**src/rtl/pbp_pkg.sv**
```systemverilog
// Shared constants and types for the push-pull boost waveform block
package pbp_pkg;

  // Clock and switching timing
  localparam int CLK_NS = 25;
  localparam int SW_PERIOD_NS = 10000;
  localparam int TICK_MHZ = 60;
  localparam int PERIOD_CYC = SW_PERIOD_NS / CLK_NS;
  localparam int PERIOD_TICKS = SW_PERIOD_NS * TICK_MHZ / 1000;
  localparam int HALF_TICKS = PERIOD_TICKS / 2;

  // Counters hold half-ticks so a 60 MHz tick grid maps onto the slower clock
  localparam int CNT_W = 11;
  localparam logic [CNT_W-1:0] CNT_PEAK = CNT_W'(2 * HALF_TICKS);
  localparam logic [CNT_W-1:0] CNT_MID = CNT_W'(HALF_TICKS);
  localparam logic [CNT_W-1:0] CNT_STEP = CNT_W'(2 * PERIOD_TICKS / PERIOD_CYC);
  localparam logic [CNT_W-1:0] CNT_RST = CNT_W'(0);
  localparam int NUM_TB = 3;
  localparam int TB_LEG_A = 0;
  localparam int TB_LEG_B = 1;
  localparam int TB_PP = 2;

  // Push-pull duty in ticks, kept inside the overlap range
  localparam int DUTY_W = 10;
  localparam logic [DUTY_W-1:0] DUTY_MIN = DUTY_W'(HALF_TICKS + 1);
  localparam logic [DUTY_W-1:0] DUTY_MAX = DUTY_W'(PERIOD_TICKS - 1);
  localparam logic [DUTY_W-1:0] DUTY_RST = DUTY_W'(HALF_TICKS + HALF_TICKS / 2);

  localparam int DT_W = 8;
  localparam logic [DT_W-1:0] DT_RST = 8'h00;
  localparam int DAC_W = 10;
  localparam int ADC_W = 12;
  localparam int BURST_LEN = 5;
  localparam int CH_W = 3;
  localparam logic [CH_W-1:0] CH_LAST = CH_W'(BURST_LEN - 1);
  localparam int SYNC_STAGES = 3;

  localparam logic [1:0] BUILD_OPEN_LOOP = 2'h1;
  localparam logic [1:0] BUILD_CLOSED_LOOP = 2'h2;

  typedef enum logic [1:0] {
    ADC_IDLE,
    ADC_REQ,
    ADC_WAIT
  } pbp_adc_st_t;

  typedef struct packed {
    logic leg_a_out_first;
    logic leg_a_out_second;
    logic leg_b_out_first;
    logic leg_b_out_second;
    logic push_pull_out_first;
    logic push_pull_out_second;
  } pbp_gate_t;

  typedef struct packed {
    logic ovp_lv;
    logic ovp_hv;
  } pbp_ovp_t;

  typedef logic [BURST_LEN-1:0][ADC_W-1:0] pbp_results_t;

endpackage : pbp_pkg
```
**src/rtl/pbp_boost_pwm.sv**
```systemverilog
// Push-pull boost switching waveform generator with one-shot trip
// Notes on behaviour
// - All waveforms repeat at 100 kHz, a 10 us switching period.
// - A period spans 600 ticks of a 60 MHz time base.
// - Three time-base counters count up then down, symmetric triangles.
// - Each bridge leg's two outputs run at half duty, complementary.
// - Push-pull outputs exceed half duty, shifted half a period, overlapping.
// - Leg A drives switches two/three, leg B one/four, push-pull six/five.
// - With zero turn-on delays, the matching diagonal bridge pair is on when push-pull overlap ends.
// - With zero turn-on delays, while switch six is off, bridge switches two and four are both on.
// - With zero turn-on delays, while switch five is off, bridge switches one and three are both on.
// - Leg A counter reaching zero raises the control interrupt.
// - Leg B zero triggers a burst of five 12-bit conversions each period.
// - Either current comparator over its limit trips all three generators.
// - Each comparator threshold comes from a 10-bit DAC on its inverting input.
// - Low- or high-side overvoltage from supervision also trips all generators.
// - Any trip forces all six outputs low at once.
// - Outputs stay low after a trip until device reset.
// - Build 1 is open-loop drive with sampling; build 2 is closed loop.
// - Open loop uses operator duty; samples are only observed.
// - Per-leg programmable turn-on delays apply to the bridge switches.
`timescale 1ns/1ps
module pbp_boost_pwm (
  input wire logic mclk,
  input wire logic rst_n,
  input wire logic ce,
  input wire logic [1:0] build_selection,
  input wire logic average_current_regulation_mode,
  input wire logic [pbp_pkg::DUTY_W-1:0] operator_duty,
  input wire logic [pbp_pkg::DUTY_W-1:0] voltage_loop_duty,
  input wire logic [pbp_pkg::DUTY_W-1:0] current_loop_duty,
  input wire logic [pbp_pkg::DT_W-1:0] first_leg_turn_on_delay,
  input wire logic [pbp_pkg::DT_W-1:0] second_leg_turn_on_delay,
  input wire logic [pbp_pkg::DAC_W-1:0] hv_limit_code,
  input wire logic [pbp_pkg::DAC_W-1:0] lv_limit_code,
  input wire logic cmp_hv_over,
  input wire logic cmp_lv_over,
  input wire pbp_pkg::pbp_ovp_t ovp_det,
  input wire logic adc_ready,
  input wire logic adc_result_valid,
  input wire logic [pbp_pkg::ADC_W-1:0] adc_result,
  output pbp_pkg::pbp_gate_t gate_q,
  output logic counter_zero_event_q,
  output logic conversion_start_trigger_q,
  output logic adc_convert_q,
  output logic [pbp_pkg::CH_W-1:0] adc_channel_q,
  output pbp_pkg::pbp_results_t adc_results_q,
  output logic adc_burst_done_q,
  output logic [pbp_pkg::DAC_W-1:0] hv_dac_q,
  output logic [pbp_pkg::DAC_W-1:0] lv_dac_q,
  output logic trip_q
);
  import pbp_pkg::*;

  function automatic logic [DUTY_W-1:0] clamp_duty(input logic [DUTY_W-1:0] d);
    if (d < DUTY_MIN) begin
      clamp_duty = DUTY_MIN;
    end else if (d > DUTY_MAX) begin
      clamp_duty = DUTY_MAX;
    end else begin
      clamp_duty = d;
    end
  endfunction : clamp_duty

  logic [NUM_TB-1:0][CNT_W-1:0] cnt_q;
  logic [NUM_TB-1:0] up_q;
  logic [NUM_TB-1:0] zero_w;
  logic [1:0][SYNC_STAGES-1:0] sync_q;
  logic [1:0] cmp_flt_q;
  logic [1:0] cmp_pin;
  logic trip_now;
  logic [DUTY_W-1:0] duty_sel;
  logic [DUTY_W-1:0] duty_sh_q;
  logic [DT_W-1:0] dt_a_sh_q;
  logic [DT_W-1:0] dt_b_sh_q;
  logic [3:0] br_raw;
  logic [3:0] br_on;
  logic [3:0][DT_W-1:0] dt_cnt_q;
  logic pp_first_raw;
  logic pp_second_raw;
  pbp_adc_st_t adc_st_q;

  // Three counters, identically reset so they stay phase aligned
  generate
    for (genvar i = 0; i < NUM_TB; i++) begin : g_tb
      assign zero_w[i] = (cnt_q[i] == CNT_RST);
      always_ff @(posedge mclk) begin
        if (!rst_n) begin
          cnt_q[i] <= CNT_RST;
          up_q[i] <= 1'b1;
        end else if (ce) begin
          if (up_q[i]) begin
            cnt_q[i] <= cnt_q[i] + CNT_STEP;
            if (cnt_q[i] + CNT_STEP == CNT_PEAK) begin
              up_q[i] <= 1'b0;
            end
          end else begin
            cnt_q[i] <= cnt_q[i] - CNT_STEP;
            if (cnt_q[i] == CNT_STEP) begin
              up_q[i] <= 1'b1;
            end
          end
        end
      end
    end
  endgenerate

  // Comparator pins are asynchronous; accept a level once two late stages agree
  assign cmp_pin = {cmp_lv_over, cmp_hv_over};
  generate
    for (genvar k = 0; k < 2; k++) begin : g_sync
      always_ff @(posedge mclk) begin
        if (!rst_n) begin
          sync_q[k] <= '0;
          cmp_flt_q[k] <= 1'b0;
        end else if (ce) begin
          sync_q[k] <= {sync_q[k][SYNC_STAGES-2:0], cmp_pin[k]};
          if (sync_q[k][1] == sync_q[k][2]) begin
            cmp_flt_q[k] <= sync_q[k][2];
          end
        end
      end
    end
  endgenerate

  // Thresholds for the analog comparators' inverting inputs
  always_ff @(posedge mclk) begin
    if (!rst_n) begin
      hv_dac_q <= '0;
      lv_dac_q <= '0;
    end else if (ce) begin
      hv_dac_q <= hv_limit_code;
      lv_dac_q <= lv_limit_code;
    end
  end

  assign trip_now = cmp_flt_q[0] | cmp_flt_q[1] | ovp_det.ovp_lv | ovp_det.ovp_hv;

  // Only reset releases the trip; no software path clears it
  always_ff @(posedge mclk) begin
    if (!rst_n) begin
      trip_q <= 1'b0;
    end else if (ce) begin
      trip_q <= trip_q | trip_now;
    end
  end

  // Unknown build values fall back to operator duty, the safer choice
  always_comb begin
    if (build_selection == BUILD_CLOSED_LOOP) begin
      duty_sel = average_current_regulation_mode ? current_loop_duty : voltage_loop_duty;
    end else begin
      duty_sel = operator_duty;
    end
  end

  // Settings shadowed at zero so no period mixes old and new values
  always_ff @(posedge mclk) begin
    if (!rst_n) begin
      duty_sh_q <= DUTY_RST;
      dt_a_sh_q <= DT_RST;
      dt_b_sh_q <= DT_RST;
    end else if (ce) begin
      if (zero_w[TB_PP]) begin
        duty_sh_q <= clamp_duty(duty_sel);
      end
      if (zero_w[TB_LEG_A]) begin
        dt_a_sh_q <= first_leg_turn_on_delay;
      end
      if (zero_w[TB_LEG_B]) begin
        dt_b_sh_q <= second_leg_turn_on_delay;
      end
    end
  end

  // Switch six off around the peak, switch five off around zero
  assign pp_first_raw = !(cnt_q[TB_PP] > {1'b0, duty_sh_q});
  assign pp_second_raw = !(cnt_q[TB_PP] < CNT_PEAK - {1'b0, duty_sh_q});
  // Leg A high across the peak, leg B across zero
  assign br_raw[0] = (cnt_q[TB_LEG_A] >= CNT_MID);
  assign br_raw[1] = !br_raw[0];
  assign br_raw[2] = (cnt_q[TB_LEG_B] < CNT_MID);
  assign br_raw[3] = !br_raw[2];

  // Turn-on delay per bridge output, turn-off immediate
  generate
    for (genvar j = 0; j < 4; j++) begin : g_dt
      logic [DT_W-1:0] dt_lim;
      assign dt_lim = (j < 2) ? dt_a_sh_q : dt_b_sh_q;
      assign br_on[j] = br_raw[j] && (dt_cnt_q[j] >= dt_lim);
      always_ff @(posedge mclk) begin
        if (!rst_n) begin
          dt_cnt_q[j] <= '0;
        end else if (ce) begin
          if (!br_raw[j]) begin
            dt_cnt_q[j] <= '0;
          end else if (dt_cnt_q[j] < dt_lim) begin
            dt_cnt_q[j] <= dt_cnt_q[j] + 1'b1;
          end
        end
      end
    end
  endgenerate

  // Trip term enters here too, so outputs drop on the same edge it is seen
  always_ff @(posedge mclk) begin
    if (!rst_n) begin
      gate_q <= '0;
    end else if (ce) begin
      if (trip_q || trip_now) begin
        gate_q <= '0;
      end else begin
        gate_q.leg_a_out_first <= br_on[0];
        gate_q.leg_a_out_second <= br_on[1];
        gate_q.leg_b_out_first <= br_on[2];
        gate_q.leg_b_out_second <= br_on[3];
        gate_q.push_pull_out_first <= pp_first_raw;
        gate_q.push_pull_out_second <= pp_second_raw;
      end
    end
  end

  always_ff @(posedge mclk) begin
    if (!rst_n) begin
      counter_zero_event_q <= 1'b0;
      conversion_start_trigger_q <= 1'b0;
    end else if (ce) begin
      counter_zero_event_q <= zero_w[TB_LEG_A];
      conversion_start_trigger_q <= zero_w[TB_LEG_B];
    end
  end

  // Burst sequencer; a trigger during a burst is dropped
  always_ff @(posedge mclk) begin
    if (!rst_n) begin
      adc_st_q <= ADC_IDLE;
      adc_convert_q <= 1'b0;
      adc_channel_q <= '0;
      adc_burst_done_q <= 1'b0;
    end else if (ce) begin
      adc_burst_done_q <= 1'b0;
      case (adc_st_q)
        ADC_IDLE: begin
          if (conversion_start_trigger_q) begin
            adc_st_q <= ADC_REQ;
            adc_convert_q <= 1'b1;
            adc_channel_q <= '0;
          end
        end
        ADC_REQ: begin
          if (adc_ready) begin
            adc_st_q <= ADC_WAIT;
            adc_convert_q <= 1'b0;
          end
        end
        ADC_WAIT: begin
          if (adc_result_valid) begin
            if (adc_channel_q == CH_LAST) begin
              adc_st_q <= ADC_IDLE;
              adc_burst_done_q <= 1'b1;
            end else begin
              adc_st_q <= ADC_REQ;
              adc_convert_q <= 1'b1;
              adc_channel_q <= adc_channel_q + 1'b1;
            end
          end
        end
        default: begin
          adc_st_q <= ADC_IDLE;
          adc_convert_q <= 1'b0;
        end
      endcase
    end
  end

  always_ff @(posedge mclk) begin
    if (!rst_n) begin
      adc_results_q <= '0;
    end else if (ce) begin
      if (adc_st_q == ADC_WAIT && adc_result_valid) begin
        adc_results_q[adc_channel_q] <= adc_result;
      end
    end
  end

  // Helper state for the checks below
  logic live_q;
  logic seen_q;
  logic [9:0] per_cnt_q;
  logic [2:0] burst_n_q;
  always_ff @(posedge mclk) begin
    if (!rst_n) begin
      live_q <= 1'b0;
      seen_q <= 1'b0;
      per_cnt_q <= '0;
      burst_n_q <= '0;
    end else if (ce) begin
      live_q <= 1'b1;
      per_cnt_q <= counter_zero_event_q ? 10'h000 : per_cnt_q + 10'h001;
      if (counter_zero_event_q) begin
        seen_q <= 1'b1;
      end
      if (adc_st_q == ADC_IDLE) begin
        burst_n_q <= '0;
      end else if (adc_st_q == ADC_WAIT && adc_result_valid) begin
        burst_n_q <= burst_n_q + 3'h1;
      end
    end
  end
endmodule : pbp_boost_pwm

```
**config.mk**
```make
export PLATFORM = sky130hd
export DESIGN_NAME = pbp_boost_pwm
export DESIGN_NICKNAME = d
export VERILOG_FILES = /design/src/rtl/pbp_pkg.sv /design/src/rtl/pbp_boost_pwm.sv
export SDC_FILE = /design/constraint.sdc
export NUM_CORES = 1
export LEC_CHECK = 0
export BUFFER_PORTS_ARGS = -buffer_cell sky130_fd_sc_hd__buf_2
export CAP_MARGIN = 0
export CELL_PAD_IN_SITES_DETAIL_PLACEMENT = 2
export CELL_PAD_IN_SITES_GLOBAL_PLACEMENT = 2
export CORE_MARGIN = 2
export CORE_UTILIZATION = 35
export CTS_BUF_LIST = sky130_fd_sc_hd__clkbuf_4
export CTS_CLUSTER_SIZE = 10
export DETAILED_ROUTE_END_ITERATION = 8
export GPL_TIMING_DRIVEN = 0
export PLACE_DENSITY = 0.86
export SETUP_SLACK_MARGIN = 0.5
export SYNTH_ARGS = -nofsm -noshare
export SYNTH_HDL_FRONTEND = slang
export SYNTH_SLANG_ARGS = --single-unit
```
**constraint.sdc**
```tcl
create_clock -name mclk -period 2.7 [get_ports mclk]
set_clock_uncertainty 0.1 [all_clocks]
set_input_delay 0.27 -clock mclk [delete_from_list [all_inputs] [get_ports mclk]]
set_output_delay 0.27 -clock mclk [all_outputs]
set_load 0.01 [all_outputs]
```
==> metrics.log, run 1 <==
INFO  metric run_status = finished, final reports clean
INFO  metric largest_net_degree_at_the_start_of_global_routing = 19
INFO  metric clk_path_buf_depth = 2
INFO  metric top_ff_cell_synth = sky130_fd_sc_hd__dfxtp_1
INFO  metric cp_num_buf_inv = 0
INFO  metric hp-class = input pin to register
INFO  metric first_global_vias = between 10000 and 15000
INFO  metric routed_wirelength_normalized_by_instance_count = 28.93 µm
INFO  metric gr-total-overflow = 0
INFO  metric power.leakage = roughly 6 nW
INFO  metric report.final.setup_viol = 0
INFO  metric synthArstFlopShare = 0
INFO  metric period_minus_slack = 2529 ps
INFO  metric synthDominantCellAreaShare = 0.3752
INFO  metric power-per-cell-area = just under 500 mW/mm²
INFO  metric worst-endpoint-required = 3210 ps
INFO  metric post_synth_num_cell_types = between 70 and 80
INFO  metric intPower = roughly 4.4 mW
INFO  metric power.switching_fraction = 0.3664
INFO  metric via_per_inst = between 5 and 6
INFO  metric cp_top_family = compound AO/OA/AOI/OAI gates
INFO  metric floorplan.die_area = about 0.032 mm²
INFO  metric hold-worst-slack = roughly 33 ps
INFO  metric cts_tree = done
INFO  metric synthCells = 1259
INFO  metric grt_setup_unrepaired = yes
INFO  metric synth_top_family_by_area = simple AND/OR/NAND/NOR gates
INFO  metric synth-simple-area-share = 0.2102
INFO  metric core-area = 0.02972 mm²
INFO  metric dp_hpwl = approximately 28 mm
INFO  metric biggest_cell_delay_along_the_critical_path = 420 ps
INFO  metric synthDominantAreaCellType = sky130_fd_sc_hd__dfxtp_1
INFO  metric worst_setup_hold_path_clk_slew = 220 ps
INFO  metric critical_path_arrival = slightly above 3000 ps
INFO  metric synth_adder_area_share = 0.08409
INFO  metric switching_power = 2.520 mW
INFO  metric syn_avg_cell_area = roughly 8.4 µm²
INFO  metric clockPowerShare = 0.284
INFO  metric synth-compound-area-share = 0.1415
INFO  metric synth_seq_cells = a little under 200
INFO  metric yosysWarnings = 0
INFO  metric grt_pass1_wl = between 70 and 80 mm
INFO  metric timing.critical_path.cells = nor3_4, nor3_4, o21ai_2, nand3_1, xnor2_1, ha_1, nand3_1, a21oi_2, o31ai_2, a21oi_1
INFO  metric detailedRoute.firstIterationViolations = 724
INFO  metric num_vias = ~12000
INFO  metric path_max_fanout = 4
INFO  metric cts_inserted_buffers = 17
INFO  metric design.portCount = about 180
INFO  metric cts-root-buf = sky130_fd_sc_hd__clkbuf_4
INFO  metric endpoint_kind = register
INFO  metric synth.top_cells.by_area = sky130_fd_sc_hd__dfxtp_1, sky130_fd_sc_hd__mux2i_1, sky130_fd_sc_hd__ha_1, sky130_fd_sc_hd__nor2_1, sky130_fd_sc_hd__nand2_1
INFO  metric seq_area_frac_synth = 0.3752
INFO  metric worst_ir_drop_vdd = a little under 0.3 mV
INFO  metric grt_antenna_before_repair = 1
INFO  metric count_of_nets_left_with_antenna_violations_after_detail_routing = 0
INFO  metric finalNetCount = ~1700
INFO  metric yosys.area_share.xor_xnor = 0.04809
INFO  metric fraction_of_synthesized_area_in_multiplexers = 0.09381
INFO  metric placement_rows = 63
INFO  metric track_usage = 0.3090
INFO  metric power.share.combinational = 0.254
INFO  metric timing.setup.critical_path_class = register to register
INFO  metric die_x = 177.7 µm
INFO  metric post-route-period-util = 0.9368
INFO  metric worst_skew_pair.late_latency = approximately 730 ps
INFO  metric slew_headroom = 0.3175
INFO  metric route.final.wire_length = approximately 57 mm
INFO  metric clkSinkCount = 198
INFO  metric synth-edff-count = 0
INFO  metric final-max-slew-violation-count = 0
INFO  metric tightestPinTransition = 1024 ps
INFO  metric initial_core_util = 0.3555
INFO  metric fin_tns_setup = 0 ps
INFO  metric achievable-frequency = between 300 and 400 MHz
INFO  metric io_buffers = roughly 180
INFO  metric worst_setup_path_start_kind = register
INFO  metric detail_route.first_pass.iterations = 6
INFO  metric syn_to_final_growth = 34.17%
INFO  metric drive_above_1_share = 0.2975
INFO  metric postSynthNetCount = roughly 1400
INFO  metric drc = 0
INFO  metric globalplace.congestion = roughly 0.82
INFO  metric die_height = between 150 and 200 µm
INFO  metric h-tree-depth = 4
INFO  metric crit_slowest_cell = sky130_fd_sc_hd__dfxtp_4
INFO  metric cap_viol_max_count = 0
INFO  metric synth.cell_area = approximately 0.011 mm²
INFO  metric timing.final.hold_violations = 0
INFO  metric sequentialPowerShare = 0.462
worst register-to-register path, cell delays in order (launching register included):
cell                      delay [ps]
sky130_fd_sc_hd__dfxtp_4         420
sky130_fd_sc_hd__nor3_4          260
sky130_fd_sc_hd__nor3_4           80
sky130_fd_sc_hd__o21ai_2         190
sky130_fd_sc_hd__nand3_1         150
sky130_fd_sc_hd__xnor2_1         160
sky130_fd_sc_hd__ha_1            330
sky130_fd_sc_hd__nand3_1         120
sky130_fd_sc_hd__a21oi_2         170
sky130_fd_sc_hd__o31ai_2          90
sky130_fd_sc_hd__a21oi_1         360
synthesized netlist by cell type (4+ instances only):
library cell	count
sky130_fd_sc_hd__xor2_1	31
sky130_fd_sc_hd__nand4_1	21
sky130_fd_sc_hd__nand2_1	131
sky130_fd_sc_hd__a21oi_1	78
sky130_fd_sc_hd__a21o_1	18
sky130_fd_sc_hd__o22ai_1	7
sky130_fd_sc_hd__o21ai_0	41
sky130_fd_sc_hd__nor3_1	17
sky130_fd_sc_hd__o31ai_1	5
sky130_fd_sc_hd__xnor2_1	27
sky130_fd_sc_hd__a31oi_1	19
sky130_fd_sc_hd__o221a_2	4
sky130_fd_sc_hd__a211oi_1	7
sky130_fd_sc_hd__nand2b_1	5
sky130_fd_sc_hd__clkbuf_1	47
sky130_fd_sc_hd__buf_2	15
sky130_fd_sc_hd__and4_1	5
sky130_fd_sc_hd__o21ai_1	4
sky130_fd_sc_hd__nand4b_1	5
sky130_fd_sc_hd__nor3b_1	4
sky130_fd_sc_hd__and2_1	8
sky130_fd_sc_hd__mux2_2	8
sky130_fd_sc_hd__nor4_1	8
sky130_fd_sc_hd__nor2b_1	17
sky130_fd_sc_hd__o2111ai_1	4
sky130_fd_sc_hd__mux2i_1	90
sky130_fd_sc_hd__or4_1	5
sky130_fd_sc_hd__o32ai_1	4
sky130_fd_sc_hd__inv_1	54
sky130_fd_sc_hd__and3_1	4
sky130_fd_sc_hd__dfxtp_1	198
sky130_fd_sc_hd__nor4b_1	4
sky130_fd_sc_hd__nor2_1	189
sky130_fd_sc_hd__o21a_1	14
sky130_fd_sc_hd__ha_1	71
sky130_fd_sc_hd__or3_1	4
sky130_fd_sc_hd__nand3_1	35
power groups by stage:
stage | clock (mW) | sequential, mW | combinational [mW]
floorplan | 0 | 3.17 | 0.758
global placement | 0 | 3.18 | 1.10
detailed placement | 0 | 3.19 | 1.16
CTS | 1.80 | 3.14 | 1.39
global route | 2.04 | 3.19 | 1.85
finish | 1.95 | 3.18 | 1.75
placed cells by master (no fill, tap or decap), types with 9 or more instances in the layout:
master and count:
sky130_fd_sc_hd__nand2_2 9, sky130_fd_sc_hd__nand3_1 33, sky130_fd_sc_hd__inv_1 45, sky130_fd_sc_hd__xor2_1 31, sky130_fd_sc_hd__ha_1 61, sky130_fd_sc_hd__nand4_1 21
sky130_fd_sc_hd__o21ai_0 39, sky130_fd_sc_hd__buf_2 190, sky130_fd_sc_hd__nor3_1 11, sky130_fd_sc_hd__nor2_1 179, sky130_fd_sc_hd__clkbuf_2 16, sky130_fd_sc_hd__nor2b_1 13
sky130_fd_sc_hd__o21a_1 14, sky130_fd_sc_hd__buf_4 55, sky130_fd_sc_hd__dfxtp_2 24, sky130_fd_sc_hd__dfxtp_4 10, sky130_fd_sc_hd__clkbuf_4 20, sky130_fd_sc_hd__a21oi_2 12
sky130_fd_sc_hd__clkbuf_1 26, sky130_fd_sc_hd__dfxtp_1 164, sky130_fd_sc_hd__buf_6 12, sky130_fd_sc_hd__xnor2_1 27, sky130_fd_sc_hd__a31oi_1 17, sky130_fd_sc_hd__mux2i_1 84
sky130_fd_sc_hd__a21oi_1 61, sky130_fd_sc_hd__a21o_1 16, sky130_fd_sc_hd__dlygate4sd3_1 60, sky130_fd_sc_hd__nand2_1 121
sequential cells by signal, indices dropped and copies added (netlist names):
name,count
conversion_start_trigger_q,1
cnt_q,33
dt_a_sh_q,8
sync_q,6
adc_convert_q,1
adc_burst_done_q,1
trip_q,1
dt_b_sh_q,8
hv_dac_q,10
gate_q,6
up_q,3
duty_sh_q,10
adc_channel_q,3
lv_dac_q,10
counter_zero_event_q,1
adc_results_q,60
cmp_flt_q,2
adc_st_q,2
dt_cnt_q,32
through the flow:
stage	total power [mW]	std cells	utilization	area [µm²]	setup WS, ps
6_report	6.878	1982	0.4769	14170	170.7
5_1_grt	7.073	1981	0.4769	14170	92.80
4_1_cts	6.332	1951	0.4528	13460	422.8
3_5_place_dp	4.356	1831	0.4034	11990	-317.7
3_3_place_gp	4.282	1831	0.4032	11980	-825.0
2_1_floorplan	3.932	1259	-	10580	457.4
what timing repair did:
| item | in CTS | in global routing |
|---|---|---|
| setup endpoints to repair | 121 | 152 |
| hold endpoints to repair | 112 | 0 |
| pin swaps | 26 | 48 |
| cloned | 0 | 1 |
| gates resized for setup | 89 | 172 |
| setup buffers | 29 | 28 |
| hold buffers | 60 | 0 |
cells by family (layout without fill, tap and decap cells):
group	after synthesis	after routing
AND/OR/NAND/NOR	476	476
AO/OA/AOI/OAI	236	236
flip-flops	198	198
buffers and inverters	122	453
multiplexers	98	98
adder cells (fa/ha/maj)	71	71
XOR/XNOR	58	58
other	0	2
layout make-up:
cell class                      count  area [µm²]
Antenna cell                        2       5.005
Timing Repair Buffer              300        1999
Clock buffer                       18       135.1
Sequential cell                   198        4031
Inverter                           54       205.2
Buffer                             68       392.9
Tap cell                          390       488.0
Fill cell                        3159       15540
Clock inverter                     13       167.7
Multi-Input combinational cell    939        6749
per-layer routing:
layer	global-route usage	up-vias	share of wire	routed length, µm
met1	0.3397	5982	0.37	21240
met4	0.1291	0	0.059	3381
met5	0	-	0	0
met3	0.06470	232	0.054	3097
met2	0.5717	558	0.52	29640
li1	-	5025	-	-
final timing paths:
kind,start,end,slack [ps],cells after the start
min,operator_duty[5],duty_sh_q[5],30,4
max,duty_sh_q[0],gate_q[0],170,10
max reg2reg,duty_sh_q[0],gate_q[0],170,10
min reg2reg,adc_results_q[29],adc_results_q[29],380,2
Note: power is estimated with default switching activity, not from simulation.
==> run 2, diff against run 1 <==
--- a/config.mk
+++ b/config.mk
@@ -9,13 +9,12 @@
 export CAP_MARGIN = 0
 export CELL_PAD_IN_SITES_DETAIL_PLACEMENT = 2
 export CELL_PAD_IN_SITES_GLOBAL_PLACEMENT = 2
-export CORE_MARGIN = 2
 export CORE_UTILIZATION = 35
 export CTS_BUF_LIST = sky130_fd_sc_hd__clkbuf_4
 export CTS_CLUSTER_SIZE = 10
 export DETAILED_ROUTE_END_ITERATION = 8
 export GPL_TIMING_DRIVEN = 0
-export PLACE_DENSITY = 0.86
+export PLACE_DENSITY_LB_ADDON = 0.1
 export SETUP_SLACK_MARGIN = 0.5
 export SYNTH_ARGS = -nofsm -noshare
 export SYNTH_HDL_FRONTEND = slang
==> metrics.log, run 2 (synthesized netlist as in run 1, its figures left out) <==
INFO  metric timing.hold.worst.start = operator_duty[4]
INFO  metric timing.setup.critical_path_class = register to register
INFO  metric grt-busiest-layer = met2
INFO  metric dpl.cell_count = 1831 (unchanged)
INFO  metric report.final.setup_viol = 0 (unchanged)
INFO  metric via_per_inst = 5.357 (-10%)
INFO  metric crit_slowest_cell = sky130_fd_sc_hd__dfxtp_1
INFO  metric syn_to_final_growth = 32.96%
INFO  metric design.portCount = 184 (unchanged)
INFO  metric cts_tree = done
INFO  metric clk_path_buf_depth = 2 (unchanged)
INFO  metric fin_tns_setup = 0 ps (unchanged)
INFO  metric number_of_cells_on_the_worst_hold_path = 4 (unchanged)
INFO  metric final_cell_mix = sky130_fd_sc_hd__buf_2, sky130_fd_sc_hd__nor2_1, sky130_fd_sc_hd__dfxtp_1
INFO  metric first_global_vias = 11500 (-9.9%)
INFO  metric globalRouteMet2Util = 0.4807 (-0.09097)
INFO  metric detail_route.first_pass.iterations = 4 (-2)
INFO  metric period_minus_slack = 2420 ps (-109.6 ps)
INFO  metric grt_setup_unrepaired = yes
INFO  metric largest-register = adc_results_q
INFO  metric hp-class = input pin to register
INFO  metric worst_skew_pair.late_latency = 690 ps (-40 ps)
INFO  metric die_height = 175.7 µm (-1.1%)
INFO  metric hold_end = duty_sh_q[4]
INFO  metric report.power.total = 6.387 mW (-7.1%)
INFO  metric r2r_slack = 280 ps (+110 ps)
INFO  metric hold-worst-slack = 26.45 ps (-6.056 ps)
INFO  metric layoutNonFillerInstCount = 1981 (-0.050%)
INFO  metric worst_ir_drop_vdd = 0.2343 mV (-20%)
INFO  metric grt_use_met3 = 0.05519 (-0.009501)
INFO  metric most_common_cell_after_layout_fill_and_taps_aside = sky130_fd_sc_hd__buf_2
INFO  metric fillers = 3297 (+4.4%)
INFO  metric cp_num_buf_inv = 2 (+2)
INFO  metric grt_pass1_wl = 62.73 mm (-16%)
INFO  metric achievable-frequency = 413.3 MHz (+4.5%)
INFO  metric count_of_nets_left_with_antenna_violations_after_detail_routing = 0 (unchanged)
INFO  metric floorplan.die_area = 0.03088 mm² (-2.2%)
INFO  metric globalplace.congestion = 0.7967 (-3.0%)
INFO  metric worst-endpoint-required = 3210 ps (about the same)
INFO  metric io_buffers = 182 (unchanged)
INFO  metric finalNetCount = 1738 (-0.058%)
INFO  metric largest_reg_flops = 60 (unchanged)
INFO  metric final-max-slew-violation-count = 0 (unchanged)
INFO  metric worst_r2r_endpoint = adc_results_q[47]
INFO  metric timing.rr.start = adc_st_q[0]
INFO  metric routed_wirelength_normalized_by_instance_count = 21.41 µm (-26%)
INFO  metric cp_top_family = simple AND/OR/NAND/NOR gates
INFO  metric gr-total-overflow = 0 (unchanged)
INFO  metric largest_net_degree_at_the_start_of_global_routing = 19 (unchanged)
INFO  metric die_x = 175.7 µm (-1.1%)
INFO  metric slew_headroom = 0.3618 (+0.04428)
INFO  metric timing.final.hold_violations = 0 (unchanged)
INFO  metric tightestPinTransition = 957.3 ps (-66.42 ps)
INFO  metric post-route-period-util = 0.8962 (-0.04058)
INFO  metric endpoint_kind = register
INFO  metric cap_viol_max_count = 0 (unchanged)
INFO  metric path_max_fanout = 10 (+6)
INFO  metric critical_path_arrival = 2930 ps (-110 ps)
INFO  metric core-area = 0.02964 mm² (-0.27%)
INFO  metric placement_rows = 63 (unchanged)
INFO  metric initial_core_util = 0.3564 (+0.0009454)
INFO  metric track_usage = 0.2633 (-0.04568)
INFO  metric dp_hpwl = 27.31 mm (-3.8%)
INFO  metric biggest_cell_delay_along_the_critical_path = 350 ps (-70 ps)
INFO  metric num_vias = 10610 (-10%)
INFO  metric power-per-cell-area = 454.7 mW/mm² (-6.3%)
INFO  metric drc = 0 (unchanged)
INFO  metric power.leakage = 6.082 nW (-0.46%)
INFO  metric run_status = finished, final reports clean
INFO  metric worst_setup_hold_path_clk_slew = 190 ps (-30 ps)
INFO  metric grt_use_met1 = 0.3061 (-0.03363)
INFO  metric grt_antenna_before_repair = 1 (unchanged)
INFO  metric clkSinkCount = 198 (unchanged)
INFO  metric largest_registers = adc_results_q x60, cnt_q x33, dt_cnt_q x32
INFO  metric route.final.wire_length = 42.41 mm (-26%)
INFO  metric detailedRoute.firstIterationViolations = 424 (-41%)
INFO  metric timing.critical_path.cells = buf_6, nand4b_1, nor2_1, nand2_1, nor2_1, buf_2, nand2_1, a21oi_1
INFO  metric h-tree-depth = 4 (unchanged)
INFO  metric reg2regPathDepth = 8 (-2)
INFO  metric cts-root-buf = sky130_fd_sc_hd__clkbuf_4
INFO  metric worst_setup_path_start_kind = register
INFO  metric drive_above_1_share = 0.2711 (-0.02642)
INFO  metric cts_inserted_buffers = 17 (unchanged)
run 2: changes by cell type in the layout (fill, tap and decap cells not counted), sizes merged:
cell | before | now
buf | 263 | 254
bufinv | 2 | 1
clkbuf | 62 | 66
clkdlybuf4s15 | 1 | 2
clkinv | 2 | 5
clkinvlp | 3 | 1
diode | 2 | 1
dlygate4sd3 | 60 | 63
nand2 | 132 | 133
run 2: where the power goes:
group	internal, mW	switching, mW	total (mW)
sequential	3.03	0.107	3.14
combinational	0.686	0.865	1.55
clock	0.509	1.19	1.70
run 2: per-stage QoR:
stage / util / setup slack (ps) / area [µm²]
2_1_floorplan: - / 457.4 / 10580
3_3_place_gp: 0.4043 / -1003 / 11980
3_5_place_dp: 0.4044 / -399.1 / 11990
4_1_cts: 0.4538 / 369.4 / 13450
5_1_grt: 0.4739 / 165.3 / 14050
6_report: 0.4739 / 280.3 / 14050
run 2: how the worst max path moves through the flow:
stage / start / to / slack [ps] / depth (start not counted)
after global placement: ce / gate_q[2] / -1000 / 7
after CTS: duty_sh_q[0] / gate_q[0] / 370 / 11
after floorplan: dt_a_sh_q[5] / dt_cnt_q[7] / 460 / 8
after detailed placement: ce / dt_cnt_q[9] / -400 / 7
after global routing: adc_st_q[0] / adc_results_q[47] / 170 / 8
final: adc_st_q[0] / adc_results_q[47] / 280 / 8
run 2: layout make-up:
type	count	area, µm²	share of cell area
inverter	54	212.7	0.01514
tap	390	488.0	0.03474
timing repair buffer	298	1996	0.1421
buffer	68	377.9	0.02690
multi-input combinational	940	6669	0.4748
clock inverter	13	140.1	0.009977
sequential	198	4018	0.2860
clock buffer	19	142.6	0.01015
antenna	1	2.502	0.0001782
run 2: worst min-delay path, delay by kind of cell:
family	cells	cell delay, ps
compound gates	3	430
buf+inv	1	80
run 2: timing repair:
action	4_1_cts	5_1_grt
endpoints found under the setup margin	129	110
resized for setup	84	114
gates cloned	1	1
pin swaps	31	42
setup buffers	24	28
hold endpoints to repair	116	0
hold buffers	63	0
run 2: routing by layer:
metal | routed length, µm | share of wire
met5 | 0 | 0
met4 | 876 | 0.021
met3 | 1532 | 0.036
met2 | 22080 | 0.52
met1 | 17920 | 0.42
